### src/hw/msw_pkg.sv
// Constants for the microstep wave table block: register indices,
// field positions, reset values and the tracking state encoding.
// Assumes a SystemVerilog package is compiled before every design file.

package msw_pkg;

	// ----------------------------------------------------------------
	// Widths
	// ----------------------------------------------------------------
	localparam int unsigned POS_W       = 10;
	localparam int unsigned CUR_W       = 9;
	localparam int unsigned IDX_W       = 4;
	localparam int unsigned TABLE_WORDS = 8;

	// ----------------------------------------------------------------
	// Register indices on the register port
	// ----------------------------------------------------------------
	localparam logic [3:0] IDX_TABLE_LAST     = 4'h7;
	localparam logic [3:0] IDX_SEGMENT_SELECT = 4'h8;
	localparam logic [3:0] IDX_START_VALUES   = 4'h9;
	localparam logic [3:0] IDX_COIL_CURRENTS  = 4'hA;

	// ----------------------------------------------------------------
	// Field positions
	// ----------------------------------------------------------------
	localparam int unsigned SEL_INCL_LSB     = 0;
	localparam int unsigned SEL_BOUND1_LSB   = 8;
	localparam int unsigned SEL_BOUND2_LSB   = 16;
	localparam int unsigned SEL_BOUND3_LSB   = 24;
	localparam int unsigned START_FIRST_LSB  = 0;
	localparam int unsigned START_SECOND_LSB = 16;
	localparam int unsigned COIL_B_LSB       = 16;

	// ----------------------------------------------------------------
	// Reset values: quarter sine, default segments, start values
	// ----------------------------------------------------------------
	localparam logic [7:0][31:0] WAVE_TABLE_RESET = {
		32'h00404222, 32'h49295556, 32'hB5BB777D, 32'hFBFFFFFF,
		32'h10104222, 32'h24492929, 32'h4A9554AA, 32'hAAAAB554
	};
	localparam logic [31:0] SEGMENT_SELECT_RESET = 32'hFFFF8056;
	localparam logic [31:0] START_VALUES_RESET   = 32'h00F70000;
	localparam logic [7:0]  FIRST_START_RESET    = START_VALUES_RESET[7:0];
	localparam logic [7:0]  SECOND_START_RESET   = START_VALUES_RESET[23:16];

	// Position offset of the second coil (quarter period)
	localparam logic [9:0] COIL_B_OFFSET = 10'h100;

	// ----------------------------------------------------------------
	// Tracking state
	// ----------------------------------------------------------------
	typedef enum logic [0:0] {
		TRACK_ALIGNED = 1'b0,
		TRACK_WALKING = 1'b1
	} msw_track_t;

endpackage : msw_pkg

### src/hw/msw_wave_table.sv
// Microstep wave table for one driver channel: table registers,
// position tracking and both coil current values.
// Assumes the microstep sequencer and register port share i_core_clk.
//
// Operation
// - Own programmable wave table per driver, reset to a quarter sine.
// - Stored quarter wave 0 to 90 degrees is mirrored to a full period.
// - The 10-bit position counter indexes the full extended period.
// - Quarter wave is 256 one-bit entries in eight 32-bit words.
// - Each step adds segment inclination, plus one when the entry bit is set.
// - Four segments, base inclination -1, 0, 1 or 2; slopes may descend.
// - Segments bounded by boundaries one to three, each ending one below next.
// - Each microstep computes both coil currents into readable registers.
// - Passing position zero reloads both coil currents absolutely.
// - First wave start field gives coil A value at position zero.
// - Second wave start field gives coil B value, the 90 degree entry.
// - Defaults: boundaries 128, 255, 255; segment 0 code 10, others 01.

`timescale 1ns/1ps

module msw_wave_table (
	input  wire logic                        i_core_clk,
	input  wire logic                        i_rst_b,
	input  wire logic [msw_pkg::POS_W-1:0]   i_microstep_position_counter,
	input  wire logic                        i_reg_wr_en,
	input  wire logic [msw_pkg::IDX_W-1:0]   i_reg_index,
	input  wire logic [31:0]                 i_reg_wdata,
	output logic [31:0]                      o_reg_rdata,
	output logic signed [msw_pkg::CUR_W-1:0] o_coil_a_current,
	output logic signed [msw_pkg::CUR_W-1:0] o_coil_b_current,
	output logic                             o_position_aligned
);
	import msw_pkg::*;

	// ----------------------------------------------------------------
	// Declarations
	// ----------------------------------------------------------------
	logic                    rst_meta_b;
	logic                    rst_sync_b;
	logic [31:0]             wave_table_word [TABLE_WORDS];
	logic [31:0]             wave_segment_select;
	logic [7:0]              first_wave_start_value;
	logic [7:0]              second_wave_start_value;
	logic [255:0]            table_bits;
	logic [POS_W-1:0]        walk_position;
	logic [POS_W-1:0]        next_walk_position;
	logic [POS_W-1:0]        position_gap;
	logic                    walk_step;
	logic                    zero_reached;
	logic [POS_W-1:0]        coil_b_position;
	logic [POS_W-1:0]        next_coil_b_position;
	logic signed [2:0]       coil_a_delta;
	logic signed [2:0]       coil_b_delta;
	msw_track_t              track_state;
	msw_track_t              next_track_state;
	logic [31:0]             next_reg_rdata;

	// ----------------------------------------------------------------
	// Helper functions
	// ----------------------------------------------------------------

	// Quarter wave entry for a full period position
	function automatic logic [7:0] table_index(
		input logic [POS_W-1:0] position
	);
		// Odd quarters run the stored wave backwards
		return position[8] ? ~position[7:0] : position[7:0];
	endfunction : table_index

	// Inclination of one stored entry, base by segment plus entry bit
	function automatic logic signed [2:0] entry_step(
		input logic [7:0]   entry,
		input logic [255:0] bits,
		input logic [31:0]  select
	);
		logic [1:0]        code;
		logic signed [2:0] base;
		logic [8:0]        dest;
		// Segment of the entry being stepped into, so that the default
		// quarter sine ends exactly on its second start value
		dest = {1'b0, entry} + 9'h001;
		code = select[SEL_INCL_LSB+6 +: 2];
		if (dest < {1'b0, select[SEL_BOUND1_LSB +: 8]}) begin
			code = select[SEL_INCL_LSB +: 2];
		end else if (dest < {1'b0, select[SEL_BOUND2_LSB +: 8]}) begin
			code = select[SEL_INCL_LSB+2 +: 2];
		end else if (dest < {1'b0, select[SEL_BOUND3_LSB +: 8]}) begin
			code = select[SEL_INCL_LSB+4 +: 2];
		end
		base = $signed({1'b0, code}) - 3'sd1;
		return base + $signed({2'b00, bits[entry]});
	endfunction : entry_step

	// Signed change of a coil magnitude between neighbouring positions
	function automatic logic signed [2:0] coil_delta(
		input logic [POS_W-1:0] from_position,
		input logic [POS_W-1:0] to_position,
		input logic [255:0]     bits,
		input logic [31:0]      select
	);
		logic [8:0] from_entry;
		logic [8:0] to_entry;
		from_entry = {1'b0, table_index(from_position)};
		to_entry   = {1'b0, table_index(to_position)};
		if (to_entry == from_entry + 9'h001) begin
			return entry_step(from_entry[7:0], bits, select);
		end else if (from_entry == to_entry + 9'h001) begin
			return -entry_step(to_entry[7:0], bits, select);
		end
		// Quarter boundary: the mirrored entry repeats
		return 3'sd0;
	endfunction : coil_delta

	// ----------------------------------------------------------------
	// Reset release
	// ----------------------------------------------------------------

	// Two-stage release of the asynchronous reset
	always_ff @(posedge i_core_clk or negedge i_rst_b) begin
		if (!i_rst_b) begin
			rst_meta_b <= 1'b0;
			rst_sync_b <= 1'b0;
		end else begin
			rst_meta_b <= 1'b1;
			rst_sync_b <= rst_meta_b;
		end
	end

	// ----------------------------------------------------------------
	// Table and configuration registers
	// ----------------------------------------------------------------

	// Table words, preset to the quarter sine
	always_ff @(posedge i_core_clk or negedge rst_sync_b) begin
		if (!rst_sync_b) begin
			for (int w = 0; w < TABLE_WORDS; w++) begin
				wave_table_word[w] <= WAVE_TABLE_RESET[w];
			end
		end else if (i_reg_wr_en && i_reg_index <= IDX_TABLE_LAST) begin
			wave_table_word[i_reg_index[2:0]] <= i_reg_wdata;
		end
	end

	// Segment boundaries and inclination codes
	always_ff @(posedge i_core_clk or negedge rst_sync_b) begin
		if (!rst_sync_b) begin
			wave_segment_select <= SEGMENT_SELECT_RESET;
		end else if (i_reg_wr_en && i_reg_index == IDX_SEGMENT_SELECT) begin
			wave_segment_select <= i_reg_wdata;
		end
	end

	// Start values of both waves
	always_ff @(posedge i_core_clk or negedge rst_sync_b) begin
		if (!rst_sync_b) begin
			first_wave_start_value  <= FIRST_START_RESET;
			second_wave_start_value <= SECOND_START_RESET;
		end else if (i_reg_wr_en && i_reg_index == IDX_START_VALUES) begin
			first_wave_start_value  <= i_reg_wdata[START_FIRST_LSB +: 8];
			second_wave_start_value <= i_reg_wdata[START_SECOND_LSB +: 8];
		end
	end

	// Flat view of the 256 entry bits, word 0 lowest
	always_comb begin
		table_bits = '0;
		for (int w = 0; w < TABLE_WORDS; w++) begin
			table_bits[w*32 +: 32] = wave_table_word[w];
		end
	end

	// ----------------------------------------------------------------
	// Register read port
	// ----------------------------------------------------------------

	// Read data select; unmapped indices read zero
	always_comb begin
		next_reg_rdata = 32'h00000000;
		if (i_reg_index <= IDX_TABLE_LAST) begin
			next_reg_rdata = wave_table_word[i_reg_index[2:0]];
		end else begin
			case (i_reg_index)
				IDX_SEGMENT_SELECT: begin
					next_reg_rdata = wave_segment_select;
				end
				IDX_START_VALUES: begin
					next_reg_rdata[START_FIRST_LSB +: 8]  = first_wave_start_value;
					next_reg_rdata[START_SECOND_LSB +: 8] = second_wave_start_value;
				end
				IDX_COIL_CURRENTS: begin
					next_reg_rdata[CUR_W-1:0]            = o_coil_a_current;
					next_reg_rdata[COIL_B_LSB +: CUR_W]  = o_coil_b_current;
				end
				default: begin
					next_reg_rdata = 32'h00000000;
				end
			endcase
		end
	end

	// Registered read data, valid the cycle after the index
	always_ff @(posedge i_core_clk or negedge rst_sync_b) begin
		if (!rst_sync_b) begin
			o_reg_rdata <= 32'h00000000;
		end else begin
			o_reg_rdata <= next_reg_rdata;
		end
	end

	// ----------------------------------------------------------------
	// Position walk
	// ----------------------------------------------------------------

	// One microstep per cycle toward the sequencer position, short way round
	always_comb begin
		position_gap       = i_microstep_position_counter - walk_position;
		walk_step          = (position_gap != '0);
		next_walk_position = walk_position;
		next_track_state   = TRACK_ALIGNED;
		if (walk_step) begin
			if (position_gap[POS_W-1]) begin
				next_walk_position = walk_position - 10'h001;
			end else begin
				next_walk_position = walk_position + 10'h001;
			end
		end
		case (track_state)
			TRACK_ALIGNED: begin
				next_track_state = walk_step ? TRACK_WALKING : TRACK_ALIGNED;
			end
			TRACK_WALKING: begin
				if (next_walk_position == i_microstep_position_counter) begin
					next_track_state = TRACK_ALIGNED;
				end else begin
					next_track_state = TRACK_WALKING;
				end
			end
			default: begin
				next_track_state = TRACK_ALIGNED;
			end
		endcase
	end

	// Arrival at zero forces the absolute start values
	assign zero_reached = walk_step && (next_walk_position == '0);

	// Positions of the second coil, a quarter period ahead
	assign coil_b_position      = walk_position + COIL_B_OFFSET;
	assign next_coil_b_position = next_walk_position + COIL_B_OFFSET;

	// Incremental change of each coil for this step
	assign coil_a_delta = coil_delta(walk_position, next_walk_position,
		table_bits, wave_segment_select);
	assign coil_b_delta = coil_delta(coil_b_position, next_coil_b_position,
		table_bits, wave_segment_select);

	// Walk pointer
	always_ff @(posedge i_core_clk or negedge rst_sync_b) begin
		if (!rst_sync_b) begin
			walk_position <= '0;
		end else begin
			walk_position <= next_walk_position;
		end
	end

	// Tracking state and aligned flag
	always_ff @(posedge i_core_clk or negedge rst_sync_b) begin
		if (!rst_sync_b) begin
			track_state        <= TRACK_ALIGNED;
			o_position_aligned <= 1'b1;
		end else begin
			track_state        <= next_track_state;
			o_position_aligned <= (next_track_state == TRACK_ALIGNED);
		end
	end

	// ----------------------------------------------------------------
	// Coil accumulators
	// ----------------------------------------------------------------

	// Coil A starts from the first wave start value at zero
	msw_coil_track #(
		.RESET_MAGNITUDE (FIRST_START_RESET)
	) u_coil_a (
		.i_core_clk     (i_core_clk),
		.i_rst_b        (rst_sync_b),
		.i_step         (walk_step),
		.i_reload       (zero_reached),
		.i_reload_value (first_wave_start_value),
		.i_delta        (coil_a_delta),
		.i_negative     (next_walk_position[9]),
		.o_current      (o_coil_a_current)
	);

	// Coil B starts from the 90 degree entry
	msw_coil_track #(
		.RESET_MAGNITUDE (SECOND_START_RESET)
	) u_coil_b (
		.i_core_clk     (i_core_clk),
		.i_rst_b        (rst_sync_b),
		.i_step         (walk_step),
		.i_reload       (zero_reached),
		.i_reload_value (second_wave_start_value),
		.i_delta        (coil_b_delta),
		.i_negative     (next_coil_b_position[9]),
		.o_current      (o_coil_b_current)
	);

endmodule : msw_wave_table

### src/hw/msw_coil_track.sv
// One coil current accumulator of the microstep wave table.
// Assumes a synchronous reset copy and step inputs from the same clock.

`timescale 1ns/1ps

module msw_coil_track #(
	parameter logic [7:0] RESET_MAGNITUDE = 8'h00
) (
	input  wire logic                      i_core_clk,
	input  wire logic                      i_rst_b,
	input  wire logic                      i_step,
	input  wire logic                      i_reload,
	input  wire logic [7:0]                i_reload_value,
	input  wire logic signed [2:0]         i_delta,
	input  wire logic                      i_negative,
	output logic signed [msw_pkg::CUR_W-1:0] o_current
);
	import msw_pkg::*;

	logic signed [CUR_W-1:0] magnitude;
	logic signed [CUR_W-1:0] next_magnitude;

	// ----------------------------------------------------------------
	// Quarter wave magnitude update
	// ----------------------------------------------------------------

	// Absolute reload at zero, else incremental add
	always_comb begin
		if (i_reload) begin
			next_magnitude = $signed({1'b0, i_reload_value});
		end else begin
			next_magnitude = magnitude + CUR_W'(i_delta);
		end
	end

	// Magnitude register, moves once per walked microstep
	always_ff @(posedge i_core_clk or negedge i_rst_b) begin
		if (!i_rst_b) begin
			magnitude <= $signed({1'b0, RESET_MAGNITUDE});
		end else if (i_step) begin
			magnitude <= next_magnitude;
		end
	end

	// Readable coil current with the half-wave sign applied
	always_ff @(posedge i_core_clk or negedge i_rst_b) begin
		if (!i_rst_b) begin
			o_current <= $signed({1'b0, RESET_MAGNITUDE});
		end else if (i_step) begin
			o_current <= i_negative ? -next_magnitude : next_magnitude;
		end
	end

endmodule : msw_coil_track

### config.mk
export PLATFORM = sky130hd
export DESIGN_NAME = msw_wave_table
export DESIGN_NICKNAME = d
export VERILOG_FILES = /design/src/hw/msw_pkg.sv /design/src/hw/msw_wave_table.sv /design/src/hw/msw_coil_track.sv
export SDC_FILE = /design/constraint.sdc
export NUM_CORES = 1
export LEC_CHECK = 0
export BUFFER_PORTS_ARGS = -buffer_cell sky130_fd_sc_hd__buf_2
export CAP_MARGIN = 20
export CORE_MARGIN = 2
export CORE_UTILIZATION = 60
export DETAILED_ROUTE_END_ITERATION = 12
export PLACE_DENSITY_LB_ADDON = 0.05
export SETUP_SLACK_MARGIN = 0.05
export SLEW_MARGIN = 20
export SYNTH_ARGS = -nofsm -noshare
export SYNTH_HDL_FRONTEND = slang
export SYNTH_HIERARCHICAL = 1
export SYNTH_SLANG_ARGS = --single-unit
### constraint.sdc
create_clock -name i_core_clk -period 13.1 [get_ports i_core_clk]
set_input_delay 2.62 -clock i_core_clk [delete_from_list [all_inputs] [get_ports i_core_clk]]
set_output_delay 2.62 -clock i_core_clk [all_outputs]
set_load 0.005 [all_outputs]
==> impl_metrics.json <==
{
  "ioPinCount": 100,
  "crit_slowest_cell": "sky130_fd_sc_hd__xnor2_1",
  "dieHeight_um": 235,
  "netlist_area_mm2": 0.0320,
  "htree_num_levels": 2,
  "critical_path.max_fanout": 74,
  "route.antenna.remaining_nets": 0,
  "cts_setup_buffers": 0,
  "prevailing_post_synth_register_cell": "sky130_fd_sc_hd__dfrtp_1",
  "place.detailed.hpwl_mm": 89.0,
  "synth_cell_type_count": 115,
  "timing_worst_setup_path_type": "in -> reg",
  "grt_pass1_vias": 27491,
  "core.rowCount": 84,
  "worst_ep_required_time_ps": 13550,
  "cts_made_buffers": 45,
  "post-synth-top-area-cell": "sky130_fd_sc_hd__dfrtp_1",
  "dieArea_mm2": 0.0551,
  "globalRouteOverflowTotal": 0,
  "layout-drive-gt1-share": 0.344,
  "slew-limit-headroom": 0.149,
  "cts_buffer_depth": 3,
  "cts.sinks": 384,
  "ys_ff_latch": 384,
  "filler_cell_count_in_the_final_layout": 4090,
  "cts.repair.resized": 0,
  "yosysSeqAreaShare": 0.307,
  "initial_antenna_violation_count": 7,
  "gp_routability_congestion": 1.04,
  "worst_setup_path_end_kind": "flop",
  "most_used_standard_cells_in_the_synthesized_netlist": "sky130_fd_sc_hd__nand2_1, sky130_fd_sc_hd__mux2_2, sky130_fd_sc_hd__mux4_2, sky130_fd_sc_hd__dfrtp_1, sky130_fd_sc_hd__dfstp_2",
  "worst_setup_path_start_kind": "primary input",
  "die_x_um": 235,
  "coreArea_mm2": 0.0527,
  "postSynthAreaPerCell_um2": 10.5,
  "worstSkewPairLatency_ps": 630,
  "cts_tree": "yes",
  "timing.final.max_slew_violations": 0,
  "worst_ep_arrival_time_ps": 13020,
  "post_layout_inst_area_mm2": 0.0344,
  "clk_root_buffer_cell": "sky130_fd_sc_hd__clkbuf_16",
  "grt_start_max_net_pins": 90,
  "final-setup-viol-count": 0,
  "floorplan.initialDensity": 0.607,
  "initialDrtViolationCount": 4571,
  "async_flop_share": 1.00,
  "max_incr_delay_on_cp_ps": 800,
  "synthesized_nets": 3220,
  "syn-instance-count": 3036,
  "route.final.wire_length_mm": 128,
  "drt-wirelength-per-cell_um": 34.2,
  "clk_pin_slew_ps": 70,
  "dr_total_vias": 28451,
  "crit_path_top_cell_by_count": "sky130_fd_sc_hd__ha_1",
  "hold_violations": 0,
  "finalNetCount": 3187,
  "dr.pass1.iters": 8,
  "postPlaceCellArea_mm2": 0.0329,
  "tightest_slew_ps": 1280,
  "gr-usage-all-layers": 0.460,
  "synth_top_area_share": 0.174,
  "yosysMostFrequentCell": "sky130_fd_sc_hd__nand2_1",
  "synthToLayoutAreaGrowth_pct": 7.74,
  "seq_area_mm2": 0.00982,
  "detail_route.vias_per_cell": 7.63,
  "finalCriticalPeriod_ps": 12570,
  "synth_enable_flop_cells": 0,
  "post_synth_main_area_contributors": "sky130_fd_sc_hd__dfrtp_1, sky130_fd_sc_hd__mux4_2, sky130_fd_sc_hd__dfstp_2",
  "post_cts_hold_buffer_count": 0,
  "route.detailed.drc": 0,
  "multi_input_comb_area_mm2": 0.0210,
  "max_freq_ghz": 0.0796,
  "classification_of_the_worst_slack_hold_path": "reg -> async",
  "worst_skew_ps": 38.8,
  "grt_first_pass_wirelength_mm": 189,
  "place.port_buffers": 99,
  "layout.cells.non_filler": 3730,
  "fin_setup_tns_ps": 0,
  "final_cycle_utilization_of_the_critical_path": 0.959,
  "rsz0062_at_grt": "no",
  "synth_warnings": 6,
  "result_of_the_run": "finished clean",
  "fin_worst_hold_slack_ps": 357,
  "place_inst": 3644,
  "drv_cap": 0
}
## state kept, by name, summed over array words and instances, names as in the netlist
signal	count
wave_segment_select	32
o_reg_rdata	32
track_state	1
second_wave_start_value	8
rst_sync_b	1
o_position_aligned	1
u_coil_b/o_current	8
u_coil_a/magnitude	9
u_coil_a/o_current	8
rst_meta_b	1
table_bits	256
u_coil_b/magnitude	9
first_wave_start_value	8
walk_position	10
## worst max-delay path, delay by kind of cell
| family | cells | cell delay, ps |
|---|---|---|
| buf+inv | 4 | 1060 |
| compound gates | 17 | 5140 |
| simple gates | 5 | 1440 |
| fa+ha+maj | 5 | 1570 |
| xor+xnor | 3 | 1110 |
## cells by family (layout without fill, tap and decap cells)
| kind of cell | after synthesis | after routing | share of synthesized area |
|---|---|---|---|
| and+or+nand+nor | 880 | 880 | 0.131 |
| AOI/OAI and AO/OA | 577 | 577 | 0.131 |
| muxes | 646 | 646 | 0.304 |
| xor gates and xnor gates | 109 | 109 | 0.0316 |
| adders and majority gates | 135 | 135 | 0.0536 |
| buffers and inverters | 304 | 308 | 0.0408 |
| DFF | 384 | 384 | 0.307 |
| other | 1 | 3 | 0.000117 |
## path summary, 6_finish.rpt
| path | start | end | slack [ps] | cells past startpoint |
|---|---|---|---|---|
| min reg2reg | rst_sync_b$_DFF_PN0_ | table_bits[106]$_DFFE_PN0P_ | 360 | 0 |
| max | i_microstep_position_counter[7] | u_coil_a/o_current[8]$_DFFE_PN0P_ | 530 | 34 |
| min | rst_sync_b$_DFF_PN0_ | table_bits[106]$_DFFE_PN0P_ | 360 | 0 |
| min in group i_core_clk | rst_meta_b$_DFF_PN0_ | rst_sync_b$_DFF_PN0_ | 360 | 0 |
| max in group asynchronous | rst_sync_b$_DFF_PN0_ | u_coil_a/magnitude[6]$_DFFE_PN0P_ | 10450 | 2 |
| max reg2reg | walk_position[8]$_DFF_PN0_ | u_coil_a/o_current[8]$_DFFE_PN0P_ | 1790 | 35 |
## through the flow
stage	setup WS, ps	util
final	532	0.654
after global routing	111	0.654
after CTS	1030	0.654
after detailed placement	466	0.625
after global placement	792	0.625
after floorplan	1720	-
## cells in the final DEF (no fill, tap or decap), types with 8 or more instances in the layout
master | netlist | layout
sky130_fd_sc_hd__xor2_1 | 22 | 20
sky130_fd_sc_hd__a21oi_1 | 82 | 82
sky130_fd_sc_hd__o21ai_0 | 90 | 90
sky130_fd_sc_hd__mux4_2 | 226 | 226
sky130_fd_sc_hd__nand2_1 | 437 | 436
sky130_fd_sc_hd__ha_1 | 132 | 132
sky130_fd_sc_hd__a222oi_1 | 16 | 16
sky130_fd_sc_hd__inv_1 | 57 | 56
sky130_fd_sc_hd__clkbuf_16 | 0 | 46
sky130_fd_sc_hd__a311oi_1 | 49 | 49
sky130_fd_sc_hd__or2_2 | 8 | 8
sky130_fd_sc_hd__a211oi_1 | 92 | 92
sky130_fd_sc_hd__a31oi_1 | 51 | 51
sky130_fd_sc_hd__clkbuf_1 | 118 | 14
sky130_fd_sc_hd__dfstp_2 | 162 | 162
sky130_fd_sc_hd__nand4_1 | 17 | 17
sky130_fd_sc_hd__and3_1 | 100 | 100
sky130_fd_sc_hd__nor2_1 | 76 | 73
sky130_fd_sc_hd__o21ai_1 | 10 | 10
sky130_fd_sc_hd__nor2b_1 | 18 | 18
sky130_fd_sc_hd__o22ai_1 | 9 | 9
sky130_fd_sc_hd__mux2_2 | 341 | 341
sky130_fd_sc_hd__or3_1 | 13 | 13
sky130_fd_sc_hd__nand3_1 | 105 | 105
sky130_fd_sc_hd__buf_4 | 7 | 60
sky130_fd_sc_hd__buf_2 | 54 | 98
sky130_fd_sc_hd__a2111oi_0 | 8 | 8
sky130_fd_sc_hd__a22oi_1 | 9 | 9
sky130_fd_sc_hd__o211ai_1 | 8 | 8
sky130_fd_sc_hd__a21o_1 | 30 | 30
sky130_fd_sc_hd__nor4_1 | 11 | 11
sky130_fd_sc_hd__nor3_1 | 30 | 28
sky130_fd_sc_hd__xnor2_1 | 82 | 79
sky130_fd_sc_hd__o21a_1 | 13 | 13
sky130_fd_sc_hd__nand2b_1 | 16 | 16
sky130_fd_sc_hd__mux2i_1 | 76 | 76
sky130_fd_sc_hd__dfrtp_1 | 222 | 221
sky130_fd_sc_hd__a211o_1 | 9 | 9
## per-layer routing
metal,vias up,global-route usage,part of all wire
met5,-,0,0.00018
met4,4,0.262,0.076
met3,594,0.169,0.14
met2,2279,0.668,0.42
met1,14008,0.593,0.36
li1,11566,-,-
## area by class of cell
class                   instances  share of cell area
repair buffers                163              0.0302
clock inverters                20             0.00650
diodes                          2            0.000145
clock buffers                  64              0.0366
inverters                      61             0.00679
multi-input cells            2348               0.610
flip-flops and latches        384               0.285
well taps                     688              0.0250
Power is left out: the tool's default activity adds up to more than one toggle a clock period on the data nets, which glitch-free logic cannot reach.
